==> src/hdl/trc_pkg.sv <==
/*
  Shared constants and types for the timer reload and input capture block:
  register offsets, field positions, reset values, clock select codes and
  the register request struct.
  Assumes an 8-bit register port with byte offsets as given below.
*/
package trc_pkg;

  localparam int unsigned ADDR_W = 8;
  localparam int unsigned DATA_W = 8;
  localparam int unsigned PRE_W  = 10;
  localparam int unsigned WIDE_W = 16;
  localparam int unsigned IRQ_W  = 3;

  typedef struct packed {
    logic              wr;
    logic              rd;
    logic [ADDR_W-1:0] addr;
    logic [DATA_W-1:0] wdata;
  } trc_bus_req_s;

  // index 0 is counter a, index 1 is counter b
  localparam logic [1:0][ADDR_W-1:0] OFF_CNT_RELOAD = {8'h23, 8'h31};
  localparam logic [1:0][ADDR_W-1:0] OFF_CNT_VALUE  = {8'h24, 8'h32};
  localparam logic [1:0][ADDR_W-1:0] OFF_CNT_CTRL   = {8'h25, 8'h33};
  localparam logic [ADDR_W-1:0] OFF_WIDE_CTRL = 8'h2E;
  localparam logic [ADDR_W-1:0] OFF_CAP_LO    = 8'h28;
  localparam logic [ADDR_W-1:0] OFF_CAP_HI    = 8'h29;
  localparam logic [ADDR_W-1:0] OFF_WCNT_LO   = 8'h2A;
  localparam logic [ADDR_W-1:0] OFF_WCNT_HI   = 8'h2B;
  localparam logic [ADDR_W-1:0] OFF_IRQ_STAT  = 8'h38;
  localparam logic [ADDR_W-1:0] OFF_IRQ_MASK  = 8'h39;

  localparam logic [DATA_W-1:0] RST_RELOAD    = 8'h00;
  localparam logic [DATA_W-1:0] RST_CNT       = 8'h00;
  localparam logic [DATA_W-1:0] RST_CTRL      = 8'h00;
  localparam logic [WIDE_W-1:0] RST_WIDE      = 16'h0000;
  localparam logic [PRE_W-1:0]  RST_PRE       = 10'h000;
  localparam logic [IRQ_W-1:0]  RST_IRQ       = 3'h0;
  localparam logic [DATA_W-1:0] CNT_TOP       = 8'hFF;
  localparam logic [DATA_W-1:0] CNT_STEP      = 8'h01;
  localparam logic [WIDE_W-1:0] WIDE_STEP     = 16'h0001;

  localparam int unsigned BIT_FLT_EN   = 7;
  localparam int unsigned BIT_EDGE_SEL = 6;
  localparam int unsigned CS_MSB       = 2;
  localparam int unsigned FLT_SAMPLES  = 4;

  localparam int unsigned IRQ_OVF_A = 0;
  localparam int unsigned IRQ_OVF_B = 1;
  localparam int unsigned IRQ_CAP   = 2;

  localparam logic [2:0] CS_STOP     = 3'h0;
  localparam logic [2:0] CS_DIV1     = 3'h1;
  localparam logic [2:0] CS_DIV8     = 3'h2;
  localparam logic [2:0] CS_DIV64    = 3'h3;
  localparam logic [2:0] CS_DIV256   = 3'h4;
  localparam logic [2:0] CS_DIV1024  = 3'h5;
  localparam logic [2:0] CS_EXT_FALL = 3'h6;
  localparam logic [2:0] CS_EXT_RISE = 3'h7;

endpackage

==> src/hdl/trc_timer.sv <==
/*
  Two 8-bit up counters with overflow reload, a 16-bit counter with input
  capture (edge select, optional four-sample noise filter), interrupt
  status/mask and the register port.
  Assumes all inputs synchronous to mclk and a master that never issues
  read and write strobes together.
*/
// Local design decision: the strobed register port.
// Operation
// - reload register is 8-bit, read/write, resets zero
// - overflow loads counter from its reload register
// - counters count up, writable, resume next cycle
// - filter bit 7; off captures first edge
// - filter needs four equal samples of level
// - filter samples every cpu clock cycle
// - edge bit 6 zero captures on falling
// - edge bit one captures on rising edge
`timescale 1ns/1ps
module trc_timer
  import trc_pkg::*;
(
  input  wire logic              mclk,
  input  wire logic              rst_b,
  input  wire trc_bus_req_s      reg_req,
  output logic [DATA_W-1:0]      reg_rdata,
  input  wire logic              capture_input_pin,
  input  wire logic              count_a_pin,
  input  wire logic              count_b_pin,
  output logic                   irq
);

  function automatic logic clk_tick(input logic [2:0]       cs,
                                    input logic [PRE_W-1:0] pre,
                                    input logic             rise,
                                    input logic             fall);
    logic t;
    t = 1'b0;
    unique case (cs)
      CS_STOP:     t = 1'b0;
      CS_DIV1:     t = 1'b1;
      CS_DIV8:     t = &pre[2:0];
      CS_DIV64:    t = &pre[5:0];
      CS_DIV256:   t = &pre[7:0];
      CS_DIV1024:  t = &pre[9:0];
      CS_EXT_FALL: t = fall;
      CS_EXT_RISE: t = rise;
    endcase
    return t;
  endfunction

  logic              wr;
  logic              rd;
  logic [ADDR_W-1:0] addr;
  logic [DATA_W-1:0] wdata;

  assign wr    = reg_req.wr;
  assign rd    = reg_req.rd;
  assign addr  = reg_req.addr;
  assign wdata = reg_req.wdata;

  // ---------------- 8-bit counters ----------------
  logic [1:0][DATA_W-1:0] cnt_ff;
  logic [1:0][DATA_W-1:0] nxt_cnt;
  logic [1:0][DATA_W-1:0] reload_ff;
  logic [1:0][DATA_W-1:0] nxt_reload;
  logic [1:0][2:0]        cs_ff;
  logic [1:0][2:0]        nxt_cs;
  logic [1:0]             ext_ff;
  logic [1:0]             ext_in;
  logic [1:0]             tick;
  logic [1:0]             ovf;
  logic [PRE_W-1:0]       pre_ff;
  logic [PRE_W-1:0]       nxt_pre;

  assign ext_in = {count_b_pin, count_a_pin};

  always_comb begin
    nxt_pre    = pre_ff + {{(PRE_W-1){1'b0}}, 1'b1};
    nxt_cnt    = cnt_ff;
    nxt_reload = reload_ff;
    nxt_cs     = cs_ff;
    tick       = 2'b00;
    ovf        = 2'b00;
    for (int i = 0; i < 2; i++) begin
      tick[i] = clk_tick(cs_ff[i], pre_ff, ext_in[i] & ~ext_ff[i],
                         ~ext_in[i] & ext_ff[i]);
      if (wr && addr == OFF_CNT_RELOAD[i]) begin
        nxt_reload[i] = wdata;
      end
      if (wr && addr == OFF_CNT_CTRL[i]) begin
        nxt_cs[i] = wdata[CS_MSB:0];
      end
      if (wr && addr == OFF_CNT_VALUE[i]) begin
        nxt_cnt[i] = wdata;
      end else if (tick[i]) begin
        if (cnt_ff[i] == CNT_TOP) begin
          nxt_cnt[i] = reload_ff[i];
          ovf[i]     = 1'b1;
        end else begin
          nxt_cnt[i] = cnt_ff[i] + CNT_STEP;
        end
      end
    end
  end

  always_ff @(posedge mclk or negedge rst_b) begin
    if (!rst_b) begin
      cnt_ff    <= {2{RST_CNT}};
      reload_ff <= {2{RST_RELOAD}};
      cs_ff     <= {2{CS_STOP}};
      ext_ff    <= 2'b00;
      pre_ff    <= RST_PRE;
    end else begin
      cnt_ff    <= nxt_cnt;
      reload_ff <= nxt_reload;
      cs_ff     <= nxt_cs;
      ext_ff    <= ext_in;
      pre_ff    <= nxt_pre;
    end
  end

  // ---------------- 16-bit counter and capture ----------------
  logic              flt_en_ff;
  logic              nxt_flt_en;
  logic              edge_sel_ff;
  logic              nxt_edge_sel;
  logic [2:0]        wcs_ff;
  logic [2:0]        nxt_wcs;
  logic [WIDE_W-1:0] wcnt_ff;
  logic [WIDE_W-1:0] nxt_wcnt;
  logic [WIDE_W-1:0] cap_ff;
  logic [WIDE_W-1:0] nxt_cap;
  logic [FLT_SAMPLES-2:0] samp_ff;
  logic [FLT_SAMPLES-2:0] nxt_samp;
  logic              level_ff;
  logic              nxt_level;
  logic              primed_ff;
  logic              all_hi;
  logic              all_lo;
  logic              cap_evt;

  always_comb begin
    nxt_flt_en   = flt_en_ff;
    nxt_edge_sel = edge_sel_ff;
    nxt_wcs      = wcs_ff;
    if (wr && addr == OFF_WIDE_CTRL) begin
      nxt_flt_en   = wdata[BIT_FLT_EN];
      nxt_edge_sel = wdata[BIT_EDGE_SEL];
      nxt_wcs      = wdata[CS_MSB:0];
    end
    nxt_wcnt = wcnt_ff;
    if (clk_tick(wcs_ff, pre_ff, 1'b0, 1'b0)) begin
      nxt_wcnt = wcnt_ff + WIDE_STEP;
    end
    // sampled every cycle; pin plus three past samples
    nxt_samp = {samp_ff[FLT_SAMPLES-3:0], capture_input_pin};
    all_hi   = capture_input_pin & (&samp_ff);
    all_lo   = ~capture_input_pin & ~(|samp_ff);
    if (!primed_ff) begin
      nxt_level = capture_input_pin;
    end else if (flt_en_ff) begin
      if (all_hi) begin
        nxt_level = 1'b1;
      end else if (all_lo) begin
        nxt_level = 1'b0;
      end else begin
        nxt_level = level_ff;
      end
    end else begin
      nxt_level = capture_input_pin;
    end
    // edge select picks falling (0) or rising (1)
    cap_evt = primed_ff && (nxt_level != level_ff)
              && (nxt_level == edge_sel_ff);
    nxt_cap = cap_evt ? wcnt_ff : cap_ff;
  end

  always_ff @(posedge mclk or negedge rst_b) begin
    if (!rst_b) begin
      flt_en_ff   <= 1'b0;
      edge_sel_ff <= 1'b0;
      wcs_ff      <= CS_STOP;
      wcnt_ff     <= RST_WIDE;
      cap_ff      <= RST_WIDE;
      samp_ff     <= '0;
      level_ff    <= 1'b0;
      primed_ff   <= 1'b0;
    end else begin
      flt_en_ff   <= nxt_flt_en;
      edge_sel_ff <= nxt_edge_sel;
      wcs_ff      <= nxt_wcs;
      wcnt_ff     <= nxt_wcnt;
      cap_ff      <= nxt_cap;
      samp_ff     <= nxt_samp;
      level_ff    <= nxt_level;
      primed_ff   <= 1'b1;
    end
  end

  // ---------------- interrupts and read port ----------------
  logic [IRQ_W-1:0]  stat_ff;
  logic [IRQ_W-1:0]  nxt_stat;
  logic [IRQ_W-1:0]  mask_ff;
  logic [IRQ_W-1:0]  nxt_mask;
  logic [IRQ_W-1:0]  evt;
  logic [DATA_W-1:0] hi_tmp_ff;
  logic [DATA_W-1:0] nxt_hi_tmp;
  logic [DATA_W-1:0] rdata_ff;
  logic [DATA_W-1:0] nxt_rdata;

  always_comb begin
    evt = '0;
    evt[IRQ_OVF_A] = ovf[0];
    evt[IRQ_OVF_B] = ovf[1];
    evt[IRQ_CAP]   = cap_evt;
    // a new event in the clearing read cycle survives
    nxt_stat = ((rd && addr == OFF_IRQ_STAT) ? RST_IRQ : stat_ff) | evt;
    nxt_mask = (wr && addr == OFF_IRQ_MASK) ? wdata[IRQ_W-1:0] : mask_ff;
    nxt_hi_tmp = hi_tmp_ff;
    nxt_rdata  = '0;
    if (rd) begin
      for (int i = 0; i < 2; i++) begin
        if (addr == OFF_CNT_RELOAD[i]) nxt_rdata = reload_ff[i];
        if (addr == OFF_CNT_VALUE[i])  nxt_rdata = cnt_ff[i];
        if (addr == OFF_CNT_CTRL[i])   nxt_rdata = {5'h00, cs_ff[i]};
      end
      unique case (addr)
        OFF_WIDE_CTRL: nxt_rdata = {flt_en_ff, edge_sel_ff, 3'h0, wcs_ff};
        OFF_CAP_LO: begin
          nxt_rdata  = cap_ff[7:0];
          nxt_hi_tmp = cap_ff[15:8];
        end
        OFF_WCNT_LO: begin
          nxt_rdata  = wcnt_ff[7:0];
          nxt_hi_tmp = wcnt_ff[15:8];
        end
        OFF_CAP_HI:   nxt_rdata = hi_tmp_ff;
        OFF_WCNT_HI:  nxt_rdata = hi_tmp_ff;
        OFF_IRQ_STAT: nxt_rdata = {5'h00, stat_ff};
        OFF_IRQ_MASK: nxt_rdata = {5'h00, mask_ff};
        default: ;
      endcase
    end
  end

  always_ff @(posedge mclk or negedge rst_b) begin
    if (!rst_b) begin
      stat_ff   <= RST_IRQ;
      mask_ff   <= RST_IRQ;
      hi_tmp_ff <= 8'h00;
      rdata_ff  <= 8'h00;
    end else begin
      stat_ff   <= nxt_stat;
      mask_ff   <= nxt_mask;
      hi_tmp_ff <= nxt_hi_tmp;
      rdata_ff  <= nxt_rdata;
    end
  end

  assign reg_rdata = rdata_ff;
  assign irq       = |(stat_ff & mask_ff);
endmodule // trc_timer

==> config.mk <==
export PLATFORM = sky130hd
export DESIGN_NAME = trc_timer
export DESIGN_NICKNAME = d
export VERILOG_FILES = /design/src/hdl/trc_pkg.sv /design/src/hdl/trc_timer.sv
export SDC_FILE = /design/constraint.sdc
export NUM_CORES = 1
export LEC_CHECK = 0
export BUFFER_PORTS_ARGS = -buffer_cell sky130_fd_sc_hd__buf_2
export CAP_MARGIN = 20
export CORE_MARGIN = 8
export CORE_UTILIZATION = 66
export DETAILED_ROUTE_END_ITERATION = 10
export HOLD_SLACK_MARGIN = 0.08
export PLACE_DENSITY = 0.91
export SLEW_MARGIN = 20
export SYNTH_ARGS = -nofsm -noshare
export SYNTH_HDL_FRONTEND = slang
export SYNTH_SLANG_ARGS = --single-unit
export TNS_END_PERCENT = 100
==> constraint.sdc <==
create_clock -name mclk -period 4.5 [get_ports mclk]
set_clock_uncertainty 0.1 [all_clocks]
set_input_delay 1.35 -clock mclk [delete_from_list [all_inputs] [get_ports mclk]]
set_output_delay 1.35 -clock mclk [all_outputs]
set_load 0.01 [all_outputs]
# == After elaboration in Yosys (flattened, before gate mapping) ==
# Index checks and enable logic that the tools add are counted.
# totals
memories,0
romBits,0
reg_bits,114
out_inout_bits,9
latch_bits,0
ram_bits,0
wordCells,132
# op_classes
mux,29
bitwise,14
addsub,4
n_mul,0
eq_ne,38
div,0
shift,0
n_reduce_logical,27
magnitude_cmp,0
# op_table
cell,count
$eq A8 B6 Y1 const B,13
$mux W8,13
$pmux W8 S6,1
$eq A3 B3 Y1 const B,12
$eq A3 B2 Y1 const B,6
$add A16 B1 Y16 const B,1
$add A8 B1 Y8 const B,2
$eq A8 B8 Y1 const B,2
$pmux W1 S8,2
$pmux W8 S2,1
$logic_and A1 B1 Y1,11
$add A10 B1 Y10 const B,1
$mux W1,10
$reduce_and A10 Y1,1
$eq A3 B1 Y1 const B,3
$logic_not A3 Y1,3
$reduce_or A3 Y1,3
$reduce_and A8 Y1,1
$and A1 B1 Y1,6
$not A1 Y1,6
$pmux W1 S6,1
$reduce_and A3 Y1,2
$reduce_and A6 Y1,1
$reduce_bool A2 Y1,3
other kinds (7),7

# == Logic depth before layout (Yosys ltp) ==
# logic_depth
depth_word,11
mapped_depth,9
depth_no_buf,8

# == Worst setup path before layout ==
# Ideal clock, no wire load.
# synth_timing
path_type,in2reg
startpoint,in reg_req[12] in the netlist's numbering
endpoint,reg cs_ff[3] in the netlist's numbering
path_stages,6
n_path_buf,2
path_slack_ps,1488
t_arrival_ps,2787
required_ps,4275
cell_sequence,buf_2 nand2b_1 or3_1 buf_6 nor2_1 mux2_2
# synth_between
elab_chain_cells,2
# synth_lines
element,line,rtl
from (decl),trc_timer.sv:24,"input wire trc_bus_req_s reg_req,"
$eq A8 B6 Y1,trc_timer.sv:90,if (wr && addr == OFF_CNT_CTRL[i]) begin
$logic_and A1 B1 Y1,trc_timer.sv:90,
to (signal assigned),trc_timer.sv:110,cs_ff <= {2{CS_STOP}};
to (signal assigned),trc_timer.sv:116,cs_ff <= nxt_cs;
to (decl),trc_timer.sv:66,logic [1:0][2:0] cs_ff;
# Every way passes these cells.
# A chain may end at the register's enable or synchronous reset.

# == Worst setup path in the final report ==
# layout_timing
startpoint,reg stat_ff[1]
endpoint,out irq
# layout_between
elab_chain_cells,2
# layout_lines
element,line,rtl
from (decl),trc_timer.sv:201,logic [IRQ_W-1:0] stat_ff;
from (signal assigned),trc_timer.sv:253,stat_ff <= nxt_stat;
$and A3 B3 Y3,trc_timer.sv:261,assign irq = |(stat_ff & mask_ff);
$reduce_or A3 Y1,trc_timer.sv:261,
to (decl),trc_timer.sv:29,output logic irq
# Every way passes these cells.

==> impl_metrics.prom <==
# TYPE chip_impl_metric gauge
chip_impl_metric{name="route.detailed.drc",unit=""} 0
chip_impl_metric{name="clkSinkCount",unit=""} 114
chip_impl_metric{name="numCtsBuffers",unit=""} 17
chip_impl_metric{name="synth.yosys.seq_area_share",unit="%"} 47.49
chip_impl_metric{name="hold_bufs_inserted_after_cts",unit=""} 0
chip_impl_metric{name="grt.overflow.total",unit=""} 0
chip_impl_metric{name="synthesized_area_fraction_occupied_by_adder_cells",unit="%"} 1.041
chip_impl_metric{name="clkPwrFrac",unit="%"} 49.7
chip_impl_metric{name="drv.max_cap_violation_count",unit=""} 0
chip_impl_metric{name="final-max-slew-violation-count",unit=""} 0
chip_impl_info{name="worstSetupEndpointType",value="output pin"} 1
chip_impl_info{name="critical-path-top-delay-family",value="flip-flops"} 1
chip_impl_metric{name="post_synthesis_compound_gate_area_fraction",unit="%"} 14.79
chip_impl_metric{name="asyncSetResetFlopFracSynth",unit="%"} 100.0
chip_impl_metric{name="place.port_buffers",unit=""} 31
chip_impl_metric{name="synth_largest_type_area_fraction",unit="%"} 47.49
chip_impl_metric{name="dp_hpwl",unit="µm"} 10300
chip_impl_metric{name="setup-tns-final",unit="ns"} 0
chip_impl_metric{name="post_synth_num_cell_types",unit=""} 75
chip_impl_metric{name="post_synth_and_or_nand_nor_area_fraction",unit="%"} 16.29
chip_impl_metric{name="power-per-cell-area",unit="nW/µm²"} 424.4
chip_impl_metric{name="worstMarginPinSlew",unit="ns"} 0.7232
chip_impl_metric{name="slew_headroom",unit="%"} 51.50
chip_impl_metric{name="post_cts_resize_count",unit=""} 0
chip_impl_metric{name="seq_power_share",unit="%"} 41.2
chip_impl_metric{name="syn_area_per_cell",unit="µm²"} 10.63
chip_impl_info{name="holdCritStartpoint",value="samp_ff[0]"} 1
chip_impl_metric{name="path_max_fanout",unit=""} 3
chip_impl_metric{name="htree_levels",unit=""} 4
chip_impl_info{name="dominant_combinational_cell_family_by_area_after_synthesis",value="simple AND/OR/NAND/NOR gates"} 1
chip_impl_metric{name="area.growth.synth_to_final",unit="%"} 14.02
chip_impl_info{name="rsz0062_at_grt",value="no"} 1
chip_impl_metric{name="static-leakage-power",unit="nW"} 3.129
chip_impl_info{name="clock-root-buffer",value="clkbuf_8"} 1
chip_impl_info{name="rr_startpoint",value="pre_ff[0]"} 1
chip_impl_metric{name="routed_wire_per_std_cell",unit="µm"} 21.08
chip_impl_metric{name="min_period",unit="ns"} 3.041
chip_impl_metric{name="power_share_of_the_combinational_group",unit="%"} 9.1
chip_impl_metric{name="internal-power",unit="W"} 0.002161
chip_impl_info{name="crit_slowest_cell",value="dfrtp_1"} 1
chip_impl_metric{name="fillCellCount",unit=""} 573
chip_impl_metric{name="drive_above_1_share",unit="%"} 22.52
chip_impl_metric{name="mappedNetlistArea",unit="µm²"} 6007
chip_impl_metric{name="met3RoutedLength",unit="µm"} 1142
chip_impl_metric{name="arrival_worst_endpoint",unit="ns"} 1.59
chip_impl_metric{name="route.antenna.remaining_nets",unit=""} 0
chip_impl_info{name="run_status",value="completed"} 1
chip_impl_info{name="crit_path_start_kind",value="register"} 1
chip_impl_metric{name="power_switching",unit="W"} 0.0007458
chip_impl_metric{name="layout.nets",unit=""} 619
chip_impl_metric{name="core-area",unit="µm²"} 9021
chip_impl_metric{name="yosysWarningCount",unit=""} 0
chip_impl_info{name="top_layer_used",value="met4"} 1
chip_impl_info{name="path_type_of_the_worst_setup_path",value="register to output pin"} 1
chip_impl_metric{name="ys_ff_latch",unit=""} 114
chip_impl_info{name="min_delay_path_class",value="register to register"} 1
chip_impl_metric{name="grt_first_pass_wirelength",unit="µm"} 24630
chip_impl_metric{name="initial_utilization",unit="%"} 66.59
chip_impl_metric{name="routabilityCongestion",unit=""} 0.9883
chip_impl_info{name="post-synth-top-area-cell",value="dfrtp_1"} 1
chip_impl_metric{name="slowest_delay",unit="ns"} 0.44
chip_impl_metric{name="dieHeight",unit="µm"} 111.4
chip_impl_metric{name="floorplan.io_pins",unit=""} 32
chip_impl_info{name="clock_tree_from_tritoncts",value="built"} 1
chip_impl_metric{name="timing.final.crit_share",unit="%"} 67.58
chip_impl_metric{name="postRouteWirelength",unit="µm"} 15090
chip_impl_metric{name="grt_pass1_vias",unit=""} 4879
chip_impl_metric{name="cts_setup_buffers",unit=""} 0
chip_impl_metric{name="synth-edff-count",unit=""} 0
chip_impl_metric{name="synth.mux.area_fraction",unit="%"} 13.71
chip_impl_metric{name="grt_antenna_before_repair",unit=""} 1
chip_impl_metric{name="hold_violations",unit=""} 0
chip_impl_metric{name="clockBufferDepth",unit=""} 2
chip_impl_metric{name="grtUsageTotal",unit="%"} 24.62
chip_impl_metric{name="worst_skew_pair_latency",unit="ns"} 0.53
chip_impl_info{name="synth_top_cells_by_area",value="dfrtp_1 (47%), mux2_2 (9.4%), mux2i_1 (4.3%)"} 1
chip_impl_metric{name="grt_start_max_net_pins",unit=""} 71
chip_impl_metric{name="critPathBufInv",unit=""} 2
chip_impl_info{name="path_cells",value="a222oi_1, inv_1, buf_2"} 1
chip_impl_metric{name="synth.net_count",unit=""} 593
chip_impl_metric{name="route.met2.wl",unit="µm"} 7461
chip_impl_metric{name="hold-worst-slack",unit="ns"} 0.3033
chip_impl_metric{name="power.switching_fraction",unit="%"} 25.66
chip_impl_info{name="synth.most_common_cell",value="dfrtp_1"} 1
chip_impl_metric{name="drt-vias-per-instance",unit=""} 6.722
chip_impl_metric{name="irDropWorstVdd",unit="mV"} 0.3140
chip_impl_metric{name="first_pass_iters",unit=""} 8
chip_impl_metric{name="std_cell_rows",unit=""} 35
chip_impl_info{name="setup.worst_path.start",value="stat_ff[1]"} 1
chip_impl_metric{name="die-area",unit="µm²"} 12410
chip_impl_metric{name="post_synth_xor_area_fraction",unit="%"} 3.499
chip_impl_metric{name="setup-violations-final",unit=""} 0
chip_impl_metric{name="worstPathRequired",unit="ns"} 3.05
chip_impl_metric{name="detail_route.iter0.violations",unit=""} 448
chip_impl_metric{name="netlist_instances",unit=""} 565
chip_impl_metric{name="die_x",unit="µm"} 111.4
chip_impl_metric{name="fmaxAchievable",unit="GHz"} 0.3288
chip_impl_info{name="post_synth_most_frequent_cells",value="dfrtp_1 (114), nand2_1 (52), mux2_2 (50), nor2_1 (29)"} 1
chip_impl_metric{name="route.vias.total",unit=""} 4813
chip_impl_info{name="synth_flop_cell",value="dfrtp_1"} 1
chip_impl_metric{name="met1_length",unit="µm"} 6034
chip_impl_metric{name="clk_pin_slew",unit="ns"} 0.06
==> power groups by stage <==
stage | registers, W | clock network (W) | logic (W)
2_1_floorplan | 0.00117 | 0 | 0.000187
3_3_place_gp | 0.00120 | 0 | 0.000244
3_5_place_dp | 0.00121 | 0 | 0.000261
4_1_cts | 0.00119 | 0.00145 | 0.000265
5_1_grt | 0.00121 | 0.00150 | 0.000293
6_report | 0.00120 | 0.00144 | 0.000265
==> cell usage in the layout, fill, tap and decap left out, types with 5 or more instances in the layout <==
cell type and n:
a21oi_1 26, nand3_1 22, a221oi_1 9, nor3_1 5
nor2b_1 7, xnor2_1 20, buf_4 5, buf_2 30
and3_1 17, nor2_1 29, a31oi_1 6, a211oi_1 5
nand2_1 52, mux2i_1 26, ha_1 5, and4_1 5
clkbuf_16 16, nand4_1 13, mux2_2 50, o21ai_1 8
inv_1 11, dfrtp_1 114, o21ai_0 18, a22oi_1 8
==> state kept, by name, summed over array words and instances (netlist names), 6 cells and up <==
name	count
wcnt_ff	16
cnt_ff	16
hi_tmp_ff	8
reg_rdata	8
cap_ff	16
pre_ff	10
cs_ff	6
reload_ff	16
==> final timing paths <==
path | end | slack [ns] | depth (start not counted)
setup / recovery | irq | 1.46 | 3
min in group asynchronous | pre_ff[7] | 0.72 | 1
setup reg to reg | cnt_ff[2] | 1.90 | 7
hold / removal | samp_ff[1] | 0.30 | 0
hold reg to reg | samp_ff[1] | 0.30 | 0
max in group asynchronous | cap_ff[14] | 2.81 | 2
==> layout make-up <==
type	instances	area, µm²	share of cell area, %
clock buffer	19	441.7	6.449
tap	111	138.9	2.028
clock inverter	13	197.7	2.886
inverter	11	41.29	0.6028
antenna	1	2.502	0.03654
timing repair buffer	36	207.7	3.033
multi-input combinational	411	2967	43.31
sequential	114	2853	41.65
==> metrics by stage <==
stage	instances	setup slack [ns]	power (W)	util (%)	cell area [µm²]
floorplan	565	1.488	0.001361	-	6007
global placement	683	1.161	0.001448	68.81	6207
detailed placement	683	1.057	0.001471	68.81	6207
CTS	715	1.470	0.002910	75.89	6847
global route	715	1.310	0.003000	75.89	6847
finish	716	1.459	0.002906	75.92	6849
==> logic make-up (layout without fill, tap and decap cells) <==
kind of cell,Yosys count,in the layout
and+or+nand+nor,180,180
DFF,114,114
buffers and inverters,40,79
adders and majority gates,5,5
other,1,2
AOI/OAI and AO/OA,125,125
muxes,76,76
xor gates and xnor gates,24,24
==> layer usage <==
metal	global-route usage (%)	vias to the layer above
met5	0	-
met4	11.11	0
met3	6.290	48
met2	40.70	235
met1	29.64	2366
li1	-	2164
Power figures use the tool's default switching activity.
